==> src/logic/spg_pkg.sv <==
// Purpose: constants for the status pin and pin status block
// Assumes: AHB-Lite register access, one word per register
// Notes: offsets are byte addresses
package spg_pkg;
    // ----------------------------------------
    // Register offsets
    // ----------------------------------------
    localparam logic [7:0] OFS_PIN_CONFIG = 8'h00;
    localparam logic [7:0] OFS_STARTUP = 8'h04;
    localparam logic [7:0] OFS_LIVE = 8'h08;
    localparam logic [7:0] OFS_SCRATCH = 8'h0C;
    localparam logic [7:0] OFS_OE_CTRL = 8'h10;
    // ----------------------------------------
    // Field positions
    // ----------------------------------------
    localparam int POS_OPEN_DRAIN = 12;
    localparam int POS_HIZ = 11;
    localparam int POS_PULLDOWN = 10;
    localparam int POS_PULLUP = 9;
    localparam int POS_POL = 8;
    localparam int POS_BOND = 7;
    localparam int POS_LIVE_STATUS = 1;
    localparam int POS_LIVE_OE = 0;
    // ----------------------------------------
    // Reset values, masks and startup capture delay
    // ----------------------------------------
    localparam logic [15:0] RST_PIN_CONFIG = 16'h0200;
    localparam logic [15:0] MASK_PIN_CONFIG = 16'h1F1F;
    localparam logic [31:0] RST_SCRATCH = 32'h0000_0000;
    localparam logic RST_OE_SELECT = 1'h0;
    localparam logic [3:0] STARTUP_CAPTURE_DELAY = 4'h3;
    // ----------------------------------------
    // Source select codes and AHB transfer type
    // ----------------------------------------
    localparam logic [4:0] SEL_ANALOG_LOCK = 5'h00;
    localparam logic [4:0] SEL_DIGITAL_LOCK = 5'h01;
    localparam logic [4:0] SEL_REF0_LOSS = 5'h02;
    localparam logic [4:0] SEL_REF1_LOSS = 5'h03;
    localparam logic [4:0] SEL_XTAL_LOSS = 5'h04;
    localparam logic [4:0] SEL_REF0_ACT = 5'h05;
    localparam logic [4:0] SEL_REF1_ACT = 5'h06;
    localparam logic [4:0] SEL_REF0_BAD = 5'h07;
    localparam logic [4:0] SEL_REF1_BAD = 5'h08;
    localparam logic [4:0] SEL_DEVICE_INT = 5'h09;
    localparam logic [4:0] SEL_READY = 5'h0A;
    localparam logic [4:0] SEL_LOW = 5'h1D;
    localparam logic [4:0] SEL_HIGH = 5'h1E;
    localparam logic [4:0] SEL_NO_POL = 5'h1F;
    localparam logic [1:0] HTRANS_NONSEQ = 2'h2;
endpackage

==> src/logic/spg_status_pin.sv <==
// Purpose: status pin source select, pad control, pin readback, scratch
// Assumes: single hclk domain; status flags synchronous to hclk
// Notes: pin inputs pass two flip-flops; zero wait-state AHB-Lite slave
//
// Behaviour
// - Open-drain bit 12 makes the status pin open-drain instead of push-pull.
// - Open-drain: drive low for output zero, release for one, after polarity.
// - Tristate bit 11 holds the status pin in high impedance.
// - Bit 10 enables pull-down; avoid with open-drain.
// - Bit 9 enables pull-up and resets to one.
// - Polarity bit 8: zero drives signal unchanged, one drives inverse.
// - Polarity is ignored when source select equals 0x1F.
// - Codes 0x0-0x4 select loop settled and loss-of-signal flags.
// - Codes 0x5-0x8 select activity monitor and unusable reference flags.
// - Code 0x9 drives masked interrupt; 0xA drives startup done.
// - Code 0x1D forces low, 0x1E forces high; others reserved.
// - Startup status bit 7 returns the bond option pad level.
// - Startup status bits 3:0 hold pin levels captured at startup.
// - Live bit 1 mirrors status pin for select 0x0-0x4, else zero.
// - Live bit 0 mirrors enable pin when select zero, else zero.
// - Thirty-two bit scratch register, reset zero, no hardware effect.
// - Enable select one ignores enable pin; zero lets it disable outputs.
//
// Chosen here: the placing of the registers and the AHB-Lite interface to the registers.
`timescale 1ns/10ps
module spg_status_pin #(
    parameter int INT_WIDTH = 8 // Interrupt source count
) (
    input wire logic hclk, // Bus clock, 25 MHz
    input wire logic hresetn, // Asynchronous reset, active low
    input wire logic hsel, // Slave select
    input wire logic [7:0] haddr, // Byte address
    input wire logic [1:0] htrans, // Transfer type
    input wire logic hwrite, // Write when high
    input wire logic [2:0] hsize, // Transfer size
    input wire logic hready, // Bus ready in
    input wire logic [31:0] hwdata, // Write data
    output logic [31:0] hrdata, // Read data
    output logic hreadyout, // Slave ready
    output logic hresp, // Response, always OKAY
    input wire logic analog_loop_settled, // Analog loop settled flag
    input wire logic digital_loop_settled, // Digital loop settled flag
    input wire logic reference0_signal_loss_monitor, // Ref 0 loss
    input wire logic reference1_signal_loss_monitor, // Ref 1 loss
    input wire logic crystal_signal_loss_monitor, // Crystal loss
    input wire logic reference0_activity_monitor, // Ref 0 activity
    input wire logic reference1_activity_monitor, // Ref 1 activity
    input wire logic reference0_unusable, // Ref 0 invalid
    input wire logic reference1_unusable, // Ref 1 invalid
    input wire logic [INT_WIDTH-1:0] device_int_status, // Interrupt status
    input wire logic [INT_WIDTH-1:0] device_int_enable, // Interrupt enable
    input wire logic startup_done, // Startup sequence completed
    input wire logic serial_peripheral_mode, // Serial port in SPI mode
    input wire logic status_pin_in, // Status pad input level
    input wire logic serial_data_pin_in, // Serial data pad level
    input wire logic serial_clock_pin_in, // Serial clock pad level
    input wire logic output_enable_select_pin, // Output-enable pad level
    input wire logic die_bond_option_bit, // Bond option pad
    output logic status_pin_out, // Status pad output value
    output logic status_pin_oe_n, // Status pad enable, low drives
    output logic status_pin_pullup, // Pull-up enable
    output logic status_pin_pulldown, // Pull-down enable
    output logic clock_outputs_enable // Clock output drivers enable
);
    // ----------------------------------------
    // Pin synchronisers
    // ----------------------------------------
    logic [4:0] pin_meta;
    logic [4:0] pin_sync;
    always_ff @(posedge hclk or negedge hresetn) begin
        if (!hresetn) begin
            pin_meta <= 5'h00;
            pin_sync <= 5'h00;
        end else begin
            pin_meta <= {die_bond_option_bit, output_enable_select_pin, serial_clock_pin_in,
                         serial_data_pin_in, status_pin_in};
            pin_sync <= pin_meta;
        end
    end

    // ----------------------------------------
    // Registers
    // ----------------------------------------
    logic [15:0] pin_config;
    logic [31:0] software_scratch_value;
    logic oe_select;
    logic [3:0] pins_captured_at_boot;
    logic [3:0] boot_count;
    logic boot_captured;
    logic [4:0] sel;
    logic addr_valid;
    logic [7:0] addr_q;
    logic write_q;

    assign sel = pin_config[4:0];

    // Address phase held for the data phase
    always_ff @(posedge hclk or negedge hresetn) begin
        if (!hresetn) begin
            addr_valid <= 1'b0;
            addr_q <= 8'h00;
            write_q <= 1'b0;
        end else if (hready) begin
            addr_valid <= hsel && (htrans == spg_pkg::HTRANS_NONSEQ || htrans == 2'h3);
            addr_q <= haddr;
            write_q <= hwrite;
        end
    end

    always_ff @(posedge hclk or negedge hresetn) begin
        if (!hresetn) begin
            pin_config <= spg_pkg::RST_PIN_CONFIG;
        end else if (addr_valid && write_q && addr_q == spg_pkg::OFS_PIN_CONFIG) begin
            pin_config <= hwdata[15:0] & spg_pkg::MASK_PIN_CONFIG;
        end
    end

    always_ff @(posedge hclk or negedge hresetn) begin
        if (!hresetn) begin
            software_scratch_value <= spg_pkg::RST_SCRATCH;
        end else if (addr_valid && write_q && addr_q == spg_pkg::OFS_SCRATCH) begin
            software_scratch_value <= hwdata;
        end
    end

    always_ff @(posedge hclk or negedge hresetn) begin
        if (!hresetn) begin
            oe_select <= spg_pkg::RST_OE_SELECT;
        end else if (addr_valid && write_q && addr_q == spg_pkg::OFS_OE_CTRL) begin
            oe_select <= hwdata[0];
        end
    end

    // Capture after synchronisers have filled, once per reset
    always_ff @(posedge hclk or negedge hresetn) begin
        if (!hresetn) begin
            boot_count <= 4'h0;
            boot_captured <= 1'b0;
            pins_captured_at_boot <= 4'h0;
        end else if (!boot_captured) begin
            if (boot_count == spg_pkg::STARTUP_CAPTURE_DELAY) begin
                boot_captured <= 1'b1;
                pins_captured_at_boot <= pin_sync[3:0];
            end else begin
                boot_count <= boot_count + 4'h1;
            end
        end
    end

    // ----------------------------------------
    // Status pin source and pad control
    // ----------------------------------------
    logic source;
    logic next_value;
    always_comb begin
        case (sel)
            spg_pkg::SEL_ANALOG_LOCK: source = analog_loop_settled;
            spg_pkg::SEL_DIGITAL_LOCK: source = digital_loop_settled;
            spg_pkg::SEL_REF0_LOSS: source = reference0_signal_loss_monitor;
            spg_pkg::SEL_REF1_LOSS: source = reference1_signal_loss_monitor;
            spg_pkg::SEL_XTAL_LOSS: source = crystal_signal_loss_monitor;
            spg_pkg::SEL_REF0_ACT: source = reference0_activity_monitor;
            spg_pkg::SEL_REF1_ACT: source = reference1_activity_monitor;
            spg_pkg::SEL_REF0_BAD: source = reference0_unusable;
            spg_pkg::SEL_REF1_BAD: source = reference1_unusable;
            spg_pkg::SEL_DEVICE_INT: source = |(device_int_status & device_int_enable);
            spg_pkg::SEL_READY: source = startup_done;
            spg_pkg::SEL_LOW: source = 1'b0;
            spg_pkg::SEL_HIGH: source = 1'b1;
            default: source = 1'b0; // Reserved codes source low; polarity bit still inverts it except for 0x1F
        endcase
        if (sel == spg_pkg::SEL_NO_POL) begin
            next_value = source;
        end else begin
            next_value = source ^ pin_config[spg_pkg::POS_POL];
        end
    end

    logic value_q;
    always_ff @(posedge hclk or negedge hresetn) begin
        if (!hresetn) begin
            value_q <= 1'b0;
        end else begin
            value_q <= next_value;
        end
    end

    logic od;
    logic hiz;
    assign od = pin_config[spg_pkg::POS_OPEN_DRAIN];
    assign hiz = pin_config[spg_pkg::POS_HIZ];
    // Open-drain only ever drives zero, so value is forced low when driving
    assign status_pin_out = od ? 1'b0 : value_q;
    assign status_pin_oe_n = hiz | (od & value_q);
    // Pull-down with open-drain is left to software to avoid
    assign status_pin_pulldown = pin_config[spg_pkg::POS_PULLDOWN];
    assign status_pin_pullup = pin_config[spg_pkg::POS_PULLUP];

    // Output enable pin gates the clock drivers except in SPI mode or when enable select is one
    assign clock_outputs_enable = oe_select | serial_peripheral_mode | pin_sync[3];

    // ----------------------------------------
    // Readback
    // ----------------------------------------
    logic [7:0] live_status;
    always_comb begin
        live_status = 8'h00;
        live_status[spg_pkg::POS_LIVE_STATUS] = (sel <= spg_pkg::SEL_XTAL_LOSS) & value_q;
        live_status[spg_pkg::POS_LIVE_OE] = ~oe_select & pin_sync[3];
    end

    logic [31:0] read_word;
    always_comb begin
        if (addr_q == spg_pkg::OFS_PIN_CONFIG) begin
            read_word = {16'h0000, pin_config};
        end else if (addr_q == spg_pkg::OFS_STARTUP) begin
            read_word = {24'h000000, pin_sync[4], 3'h0, pins_captured_at_boot};
        end else if (addr_q == spg_pkg::OFS_LIVE) begin
            read_word = {24'h000000, live_status};
        end else if (addr_q == spg_pkg::OFS_SCRATCH) begin
            read_word = software_scratch_value;
        end else if (addr_q == spg_pkg::OFS_OE_CTRL) begin
            read_word = {31'h00000000, oe_select};
        end else begin
            read_word = 32'h0000_0000;
        end
    end
    assign hrdata = (addr_valid && !write_q) ? read_word : 32'h0000_0000;
    assign hreadyout = 1'b1;
    assign hresp = 1'b0;

    // ----------------------------------------
    // Assertions
    // ----------------------------------------
    a_od_never_high: assert property (@(posedge hclk) disable iff (!hresetn)
        (od && !status_pin_oe_n) |-> !status_pin_out)
        else $error("open drain drove high");
    a_od_release: assert property (@(posedge hclk) disable iff (!hresetn)
        (od && !hiz) |-> (status_pin_oe_n == value_q))
        else $error("open drain release wrong");
    a_hiz_holds: assert property (@(posedge hclk) disable iff (!hresetn)
        hiz |-> status_pin_oe_n)
        else $error("tristate not honoured");
    a_forced_high: assert property (@(posedge hclk) disable iff (!hresetn)
        (sel == spg_pkg::SEL_HIGH && $stable(sel) && !pin_config[spg_pkg::POS_POL])
        |=> value_q || sel != spg_pkg::SEL_HIGH)
        else $error("forced high missing");
    a_pol_ignored: assert property (@(posedge hclk) disable iff (!hresetn)
        (sel == spg_pkg::SEL_NO_POL) |=> !value_q)
        else $error("polarity applied to 0x1F");
    a_pol_invert: assert property (@(posedge hclk) disable iff (!hresetn)
        (hresetn && sel == spg_pkg::SEL_ANALOG_LOCK)
        |=> value_q == ($past(analog_loop_settled)
        ^ $past(pin_config[spg_pkg::POS_POL])))
        else $error("polarity wrong");
    a_live_zero: assert property (@(posedge hclk) disable iff (!hresetn)
        (sel > spg_pkg::SEL_XTAL_LOSS) |-> !live_status[spg_pkg::POS_LIVE_STATUS])
        else $error("live status not zero");
    a_oe_readback: assert property (@(posedge hclk) disable iff (!hresetn)
        oe_select |-> !live_status[spg_pkg::POS_LIVE_OE])
        else $error("oe readback not zero");
    a_scratch_keep: assert property (@(posedge hclk) disable iff (!hresetn)
        !(addr_valid && write_q) |=> $stable(software_scratch_value))
        else $error("scratch changed without write");
    a_reserved_zero: assert property (@(posedge hclk) disable iff (!hresetn)
        (pin_config & ~spg_pkg::MASK_PIN_CONFIG) == 16'h0000)
        else $error("reserved bits set");
    a_clk_gate: assert property (@(posedge hclk) disable iff (!hresetn)
        (!oe_select && !serial_peripheral_mode && !pin_sync[3]) |-> !clock_outputs_enable)
        else $error("clock outputs not disabled");

    // ----------------------------------------
    // Routing and readback checks
    // ----------------------------------------
    // Routing checks skip the release edge, whose update still came from reset
    a_digital_route: assert property (@(posedge hclk) disable iff (!hresetn)
        (hresetn && sel == spg_pkg::SEL_DIGITAL_LOCK && !pin_config[spg_pkg::POS_POL])
        |=> value_q == $past(digital_loop_settled))
        else $error("digital loop flag not routed");

    a_xtal_route: assert property (@(posedge hclk) disable iff (!hresetn)
        (hresetn && sel == spg_pkg::SEL_XTAL_LOSS && !pin_config[spg_pkg::POS_POL])
        |=> value_q == $past(crystal_signal_loss_monitor))
        else $error("crystal loss flag not routed");

    a_act_route: assert property (@(posedge hclk) disable iff (!hresetn)
        (hresetn && sel == spg_pkg::SEL_REF0_ACT && !pin_config[spg_pkg::POS_POL])
        |=> value_q == $past(reference0_activity_monitor))
        else $error("activity flag not routed");

    a_bad_route: assert property (@(posedge hclk) disable iff (!hresetn)
        (hresetn && sel == spg_pkg::SEL_REF1_BAD && !pin_config[spg_pkg::POS_POL])
        |=> value_q == $past(reference1_unusable))
        else $error("unusable reference flag not routed");

    a_int_route: assert property (@(posedge hclk) disable iff (!hresetn)
        (hresetn && sel == spg_pkg::SEL_DEVICE_INT && !pin_config[spg_pkg::POS_POL])
        |=> value_q == |($past(device_int_status) & $past(device_int_enable)))
        else $error("masked interrupt not routed");

    a_ready_route: assert property (@(posedge hclk) disable iff (!hresetn)
        (hresetn && sel == spg_pkg::SEL_READY && !pin_config[spg_pkg::POS_POL])
        |=> value_q == $past(startup_done))
        else $error("startup done not routed");

    a_forced_low: assert property (@(posedge hclk) disable iff (!hresetn)
        (hresetn && sel == spg_pkg::SEL_LOW && !pin_config[spg_pkg::POS_POL]) |=> !value_q)
        else $error("forced low missing");

    a_push_pull: assert property (@(posedge hclk) disable iff (!hresetn)
        (!od && !hiz) |-> (!status_pin_oe_n && status_pin_out == value_q))
        else $error("push-pull drive wrong");

    a_live_mirror: assert property (@(posedge hclk) disable iff (!hresetn)
        (sel <= spg_pkg::SEL_XTAL_LOSS && !od && !hiz)
        |-> live_status[spg_pkg::POS_LIVE_STATUS] == status_pin_out)
        else $error("live status not mirrored");

    a_oe_mirror: assert property (@(posedge hclk) disable iff (!hresetn)
        !oe_select |-> live_status[spg_pkg::POS_LIVE_OE] == pin_sync[3])
        else $error("oe readback not mirrored");

    a_oe_ignored: assert property (@(posedge hclk) disable iff (!hresetn)
        oe_select |-> clock_outputs_enable)
        else $error("enable pin not ignored");

    a_boot_hold: assert property (@(posedge hclk) disable iff (!hresetn)
        boot_captured |=> $stable(pins_captured_at_boot))
        else $error("boot capture changed");

    a_bond_read: assert property (@(posedge hclk) disable iff (!hresetn)
        (addr_valid && !write_q && addr_q == spg_pkg::OFS_STARTUP)
        |-> hrdata[spg_pkg::POS_BOND] == pin_sync[4])
        else $error("bond option not returned");

    // ----------------------------------------
    // Cover points
    // ----------------------------------------
    c_open_drain: cover property (@(posedge hclk) disable iff (!hresetn) od && status_pin_oe_n);
    c_interrupt: cover property (@(posedge hclk) disable iff (!hresetn)
        sel == spg_pkg::SEL_DEVICE_INT && value_q);
    c_boot: cover property (@(posedge hclk) disable iff (!hresetn) $rose(boot_captured));
    c_tristate: cover property (@(posedge hclk) disable iff (!hresetn)
        hiz && status_pin_pulldown);
    c_oe_ignored: cover property (@(posedge hclk) disable iff (!hresetn)
        oe_select && !pin_sync[3]);
endmodule
==> config.mk <==
export PLATFORM = sky130hd
export DESIGN_NAME = spg_status_pin
export DESIGN_NICKNAME = d
export VERILOG_FILES = /design/src/logic/spg_pkg.sv /design/src/logic/spg_status_pin.sv
export SDC_FILE = /design/constraint.sdc
export NUM_CORES = 1
export LEC_CHECK = 0
export ABC_AREA = 1
export BUFFER_PORTS_ARGS = -buffer_cell sky130_fd_sc_hd__buf_2
export CAP_MARGIN = 20
export CORE_MARGIN = 5
export CORE_UTILIZATION = 45
export CTS_CLUSTER_SIZE = 40
export DETAILED_ROUTE_END_ITERATION = 16
export GPL_ROUTABILITY_DRIVEN = 1
export PLACE_DENSITY = 0.72
export RECOVER_POWER = 25
export SYNTH_ARGS = -nofsm -noshare
export SYNTH_HDL_FRONTEND = slang
export SYNTH_SLANG_ARGS = --single-unit
==> constraint.sdc <==
create_clock -name hclk -period 2.1 [get_ports hclk]
set_clock_uncertainty 0.05 [all_clocks]
set_input_delay 0.315 -clock hclk [delete_from_list [all_inputs] [get_ports hclk]]
set_output_delay 0.315 -clock hclk [all_outputs]
set_load 0.02 [all_outputs]
==> run_results.csv, run 1 <==
group,metric,value,unit
setup_path,critPathMaxFanout,3,
floorplanning,start_util,0.454,
pwr,netSwitchingPower,0.000861,W
routing,drt_via_density,4.83,
clocking,ctsRootBufferMaster,"sky130_fd_sc_hd__clkbuf_8",
setup_path,worstSetupEndpointType,"output pin",
place,place_congestion,0.853,
routing,detail_route.drc_violations,0,
setup_path,crit_path_cell_trace,"nor2_4, nand3_1, nor2_2, nor2_2, nand2_1, nand3_1, a21oi_2, buf_4",
timing,worst_slew_margin_rel,-0.191,
timing,pin_slew_with_the_least_headroom_to_its_limit,1.79,ns
setup_path,ff_to_ff_end,"software_scratch_value[2]",
floorplanning,core_area,0.00809,mm²
clocking,clock_tree_from_tritoncts,"built",
grt,first_global_vias,2999,
timing,setup_violations,1,
setup_path,cp_num_buf_inv,1,
grt,antenna_found_initial,0,
outcome,failing_checks,"capacitance limit, slew limit, setup timing",
yosys,synthTopCellsByCount,"sky130_fd_sc_hd__nand2_1, sky130_fd_sc_hd__dfrtp_1, sky130_fd_sc_hd__nand3_1",
yosys,mappedNetlistArea,0.00367,mm²
setup_path,crit_path_top_delay_cell,"sky130_fd_sc_hd__dfrtp_1",
floorplanning,dieWidth,100,µm
yosys,share_of_synthesized_area_occupied_by_flip_flops_and_latches,0.498,
yosys,syn_inst,453,
setup_path,timing_worst_setup_path_type,"reg2out",
pwr,vdd.ir_drop.worst,332,µV
clocking,clock_network_latency_to_the_later_pin_of_the_worst_skew_pair,0.34,ns
clocking,clock_net_sink_count,73,
routing,route.detailed.wl_per_inst,12.8,µm
floorplanning,die-area,0.0101,mm²
setup_path,cp.arrival,1.75,ns
finish,syn2layout_area_growth,31.8,%
setup_path,flop_to_flop_setup_slack,0.18,ns
grt,grt_start_max_net_pins,74,
yosys,net_count_after_synthesis,536,
timing,finalWorstPathRequiredPeriod,2.12,ns
routing,drt_wl_total,8720,µm
timing,final.setup.worst_slack,-0.0189,ns
timing,grt_setup_unrepaired,"true",
routing,overall_via_count_from_detail_route,3296,
timing,timing.final.hold_violations,0,
hold_path,worstHoldStart,"output_enable_select_pin",
pwr,leakage_power,2.39,nW
hold_path,worst_hold_path.endpoint,"pin_meta[3]",
setup_path,critPathMaxStageDelay,0.43,ns
finish,stdcell_area,0.00484,mm²
finish,drive_above_1_share,0.360,
pwr,power_frac_comb,0.141,
routing,ant_nets,0,
yosys,synthMostInstantiatedCell,"sky130_fd_sc_hd__nand2_1",
timing,timing_max_transition_violations_final,74,
clocking,cts_max_path_buffers,2,
setup_path,reg2regPathDepth,11,
grt,overflow,0,
yosys,ys_ff_latch,73,
pwr,power.density,647,mW/mm²
job,cap_viol_max_count,1,
pwr,pwr-share-clk,0.348,
setup_path,path_delay_family,"simple AND/OR/NAND/NOR gates",
timing,min_period_over_period,1.01,
grt,grt.total_usage,0.168,
hold_path,timing.hold.worst.class,"in2reg",
place,dpl_cell_area,0.00424,mm²
setup_path,critical_path.startpoint_type,"flop",
yosys,dominantRegCellSynth,"sky130_fd_sc_hd__dfrtp_1",
clocking,h-tree-depth,3,
yosys,number_of_enable_flip_flop_cells_after_synthesis,0,
setup_path,worst-endpoint-required,1.74,ns
floorplanning,io_pins,121,
finish,diodes,0,
pwr,power_report.internal_total,0.00227,W
setup_path,r2r_startpoint,"addr_q[0]",
yosys,synth_cell_types,37,
place,detailedPlacementHpwl,5920,µm
place,port_buffers,114,
yosys,async_reset_ff_frac,1.00,
yosys,synth_area_per_cell,8.11,µm²
finish,finish.utilization,0.598,
yosys,yosysTopAreaCell,"sky130_fd_sc_hd__dfrtp_1",
timing,fmax,0.472,GHz
pwr,power.switching_fraction,0.275,
pwr,p_seq_frac,0.511,
clocking,cts.reportedPaths.clkPinSlew,0.08,ns
floorplanning,die_h,100,µm
grt,grt_first_pass_wirelength,13700,µm
outcome,run_status,"complete, but fails checks",
routing,detail_route.iter0.violations,113,
clocking,cts_inserted_buffers,9,
yosys,synthesis_warnings,0,
floorplanning,std_cell_rows,33,
yosys,synthTopCellsByArea,"sky130_fd_sc_hd__dfrtp_1, sky130_fd_sc_hd__nand2_1, sky130_fd_sc_hd__nand3_1",
finish,num-fill-cells,759,
routing,drt_pass1_iterations,5,
yosys,portion_of_synthesized_cell_area_occupied_by_the_leading_cell_type,0.490,
finish,final_nets,656,
hold_path,worstHoldPathCells,1,
clocking,cts.hold.buffers_added,0,
[timing repair]
item                                    CTS  global route
pin swaps                                 2            16
endpoints found under the setup margin   31            32
gates cloned                              1             3
buffers inserted                          1             8
resized for setup                        22            55
[state kept, by name (all words and copies together), names as in the netlist]
signal / cells
addr_q: 8
pins_captured_at_boot: 4
pin_meta: 5
write_q: 1
addr_valid: 1
value_q: 1
oe_select: 1
pin_config: 10
boot_count: 4
boot_captured: 1
software_scratch_value: 32
pin_sync: 5
[placed cells by master (no fill, tap or decap), types with 10 or more instances in the layout]
| cell | count |
|---|---|
| sky130_fd_sc_hd__o21ai_2 | 10 |
| sky130_fd_sc_hd__nor2_2 | 10 |
| sky130_fd_sc_hd__buf_4 | 37 |
| sky130_fd_sc_hd__o21ai_0 | 16 |
| sky130_fd_sc_hd__nand2_2 | 12 |
| sky130_fd_sc_hd__nand2_1 | 142 |
| sky130_fd_sc_hd__o21ai_1 | 11 |
| sky130_fd_sc_hd__dfrtp_1 | 71 |
| sky130_fd_sc_hd__nor2_1 | 35 |
| sky130_fd_sc_hd__inv_1 | 34 |
| sky130_fd_sc_hd__clkbuf_8 | 10 |
| sky130_fd_sc_hd__nand3_1 | 44 |
| sky130_fd_sc_hd__buf_2 | 81 |
[worst max path at each step]
stage	startpoint	endpoint	slack (ns)	cells past startpoint
global route	addr_q[6]	hrdata[23]	-0.11	9
finish	addr_q[0]	hrdata[1]	-0.02	8
detailed placement	addr_q[4]	software_scratch_value[10]	0.26	9
global placement	addr_q[4]	hrdata[22]	0.27	9
CTS	addr_q[7]	hrdata[15]	0.002	9
floorplan	addr_q[4]	hrdata[4]	0.29	6
[per-stage QoR]
step                      TNS, ns  setup slack, ns  std cells  hold slack (ns)  power [W]
after global routing        -2.41           -0.108        683          0.00340    0.00330
after global placement          0            0.266        654            0.283    0.00202
after detailed placement        0            0.256        654            0.285    0.00203
after CTS                       0          0.00246        672           0.0205    0.00314
final                     -0.0189          -0.0189        683           0.0314    0.00313
after floorplan                 0            0.287        453          -0.0306    0.00187
[metal layers]
layer | part of all wire | global-route usage | vias up | routed length (µm)
met5 | 0 | 0 | - | 0
met4 | 0.011 | 0.0497 | 0 | 97
met3 | 0.054 | 0.0368 | 9 | 475
met2 | 0.51 | 0.281 | 78 | 4400
met1 | 0.43 | 0.219 | 1549 | 3740
li1 | - | - | 1660 | -
[cell families after synthesis]
logic type	Yosys count	share of synthesized area
buffers and inverters	62	0.0926
and+or+nand+nor	256	0.299
adders and majority gates	1	0.00341
DFF	73	0.498
muxes	4	0.0123
AOI/OAI and AO/OA	53	0.0886
xor gates and xnor gates	2	0.00477
other	2	0.00204
[area by class of cell]
type                    instances  area [µm²]  share of cell area
flip-flops and latches         73        1830               0.378
multi-input cells             318        1630               0.336
repair buffers                130         873               0.180
inverters                      40         178              0.0367
clock buffers                  11         141              0.0292
well taps                     105         131              0.0271
clock inverters                 5        55.1              0.0114
repair inverters                1        8.76             0.00181
[power groups by stage]
stage	clock [W]	sequential (W)	combinational [W]
5_1_grt	0.00119	0.00162	0.000500
2_1_floorplan	0	0.00161	0.000261
4_1_cts	0.00111	0.00160	0.000424
3_5_place_dp	0	0.00162	0.000410
6_report	0.00109	0.00160	0.000441
3_3_place_gp	0	0.00162	0.000400
(Power assumes the default switching activity.)
==> inputs of run 2 (changes only) <==
CORE_UTILIZATION = 55   (was 45)
MAX_ROUTING_LAYER = met4   (was default)
PLACE_DENSITY = 0.86   (was 0.72)
SETUP_SLACK_MARGIN = 0.3   (was default)
==> run_results.csv, run 2 (synthesis results as in run 1) <==
group,metric,value,unit
outcome,run_status,"complete, but fails checks",
outcome,failing_checks,"setup timing",
floorplanning,start_util,0.572,
clocking,cts_inserted_buffers,9,
pwr,p_seq_frac,0.472,
hold_path,timing.hold.worst.class,"in2reg",
routing,ant_nets,0,
clocking,clock_network_latency_to_the_later_pin_of_the_worst_skew_pair,0.35,ns
timing,min_period_over_period,1.06,
finish,final_cell_mix,"sky130_fd_sc_hd__nand2_1, sky130_fd_sc_hd__buf_2, sky130_fd_sc_hd__dfrtp_1",
place,detailedPlacementHpwl,5970,µm
routing,drt_wl_total,10600,µm
routing,drt_via_density,5.36,
finish,stdcell_area,0.00503,mm²
setup_path,worstSetupEndpointType,"output pin",
pwr,netSwitchingPower,0.000938,W
finish,largest_register_ff_count,32,
routing,detail_route.iter0.violations,319,
place,port_buffers,114,
timing,grt_setup_unrepaired,"true",
grt,first_global_vias,3317,
grt,grt_first_pass_wirelength,14900,µm
finish,max_flop_register,"software_scratch_value",
clocking,h-tree-depth,3,
floorplanning,dieWidth,91.7,µm
pwr,power_report.internal_total,0.00250,W
grt,overflow,0,
timing,final.setup.worst_slack,-0.123,ns
routing,drt_pass1_iterations,5,
grt,antenna_found_initial,0,
pwr,pwr-share-clk,0.389,
routing,route.detailed.wl_per_inst,16.0,µm
pwr,power_frac_comb,0.138,
timing,timing_max_transition_violations_final,0,
grt,grt_start_max_net_pins,74,
clocking,cts.reportedPaths.clkPinSlew,0.08,ns
finish,layout.cells.most_common,"sky130_fd_sc_hd__nand2_1",
floorplanning,std_cell_rows,29,
finish,reg.largest.list,"software_scratch_value: 32 flops, pin_config: 10 flops, addr_q: 8 flops",
floorplanning,io_pins,121,
clocking,ctsRootBufferMaster,"sky130_fd_sc_hd__clkbuf_8",
place,post-place-ws,0.151,ns
pwr,vdd.ir_drop.worst,536,µV
finish,final_nets,663,
place,placed_cells_incl_taps,626,
finish,syn2layout_area_growth,37.0,%
setup_path,timing_worst_setup_path_type,"reg2out",
timing,fmax,0.450,GHz
place,place_congestion,0.852,
timing,setup_violations,14,
routing,detail_route.drc_violations,0,
setup_path,critPathMaxFanout,6,
setup_path,critical_path.startpoint_type,"flop",
floorplanning,die_h,91.7,µm
floorplanning,core_area,0.00642,mm²
timing,timing.final.hold_violations,0,
finish,diodes,0,
setup_path,worst-endpoint-required,1.74,ns
clocking,clock_net_sink_count,73,
pwr,leakage_power,2.49,nW
clocking,cts_max_path_buffers,2,
finish,drive_above_1_share,0.385,
job,cap_viol_max_count,0,
clocking,clock_tree_from_tritoncts,"built",
pwr,power.switching_fraction,0.273,
pwr,total_power,0.00344,W
place,dpl_cell_area,0.00422,mm²
grt,grt.total_usage,0.224,
pwr,power.density,683,mW/mm²
setup_path,cp.arrival,1.86,ns
timing,finalWorstPathRequiredPeriod,2.22,ns
routing,overall_via_count_from_detail_route,3548,
finish,num-fill-cells,412,
finish,layoutNonFillerInstCount,662,
floorplanning,die-area,0.00841,mm²
-- run 2: cell count changes in the layout (fill, tap and decap cells not counted), sizes merged --
cell         delta
bufinv          +2
buf             +4
clkbuf          -3
clkinv          +1
nand2           +2
dlygate4sd3     +1
clkinvlp        -2
inv             +2
-- run 2: power groups by stage --
stage          Clock [W]  Combinational, W  Sequential (W)
3_5_place_dp           0          0.000405         0.00163
6_report         0.00134          0.000475         0.00162
4_1_cts          0.00134          0.000450         0.00161
5_1_grt          0.00142          0.000530         0.00164
3_3_place_gp           0          0.000392         0.00162
2_1_floorplan          0          0.000262         0.00161
-- run 2: per-stage QoR --
step | setup TNS, ns | hold WS (ns) | util
2_1_floorplan | 0 | -0.0306 | -
3_3_place_gp | 0 | 0.282 | 0.657
3_5_place_dp | 0 | 0.286 | 0.657
4_1_cts | 0 | 0.0137 | 0.756
5_1_grt | -2.96 | 0.00760 | 0.784
6_report | -0.384 | 0.0226 | 0.784
-- run 2: critical path, cell delays in order, from the launching register on --
cell	delay, ns
sky130_fd_sc_hd__dfrtp_1	0.42
sky130_fd_sc_hd__nor2_4	0.20
sky130_fd_sc_hd__nand2_2	0.11
sky130_fd_sc_hd__nor2_4	0.20
sky130_fd_sc_hd__nand2_1	0.13
sky130_fd_sc_hd__nand3_1	0.12
sky130_fd_sc_hd__o211ai_1	0.09
sky130_fd_sc_hd__inv_1	0.12
sky130_fd_sc_hd__buf_6	0.13
-- run 2: final timing paths --
| check | start | to | slack [ns] | depth (start not counted) |
|---|---|---|---|---|
| setup / recovery | addr_q[1] | hrdata[3] | -0.12 | 8 |
| hold / removal | status_pin_in | pin_meta[0] | 0.02 | 1 |
| setup reg to reg | addr_q[4] | software_scratch_value[1] | 0.33 | 10 |
| hold reg to reg | pin_meta[3] | pin_sync[3] | 0.30 | 0 |
| max in group asynchronous | hresetn | pin_config[9] | 1.19 | 3 |
| min in group asynchronous | hresetn | pin_config[1] | 0.48 | 3 |
-- run 2: layer usage --
layer / wire length (µm) / vias to the layer above / share of wire / GRT usage
li1: - / 1686 / - / -
met1: 3930 / 1644 / 0.37 / 0.263
met2: 5510 / 187 / 0.52 / 0.375
met3: 861 / 31 / 0.081 / 0.0475
met4: 272 / 0 / 0.026 / 0.0953
met5: 0 / - / 0 / -
-- run 2: final cells by class --
class	instances	area, µm²	share of cell area
clock inverter	7	118	0.0234
sequential	73	1830	0.364
multi-input combinational	320	1740	0.346
timing repair inverter	2	17.5	0.00348
timing repair buffer	134	918	0.182
tap	77	96.3	0.0191
inverter	40	188	0.0373
clock buffer	9	124	0.0246
-- run 2: what timing repair did --
action / CTS / global route
setup buffers: 10 / 1
hold buffers: 1 / 0
resized for setup: 73 / 24
cloned: 3 / 5
pin swaps: 10 / 17
endpoints found under the hold margin: 72 / 0
endpoints found under the setup margin: 64 / 74
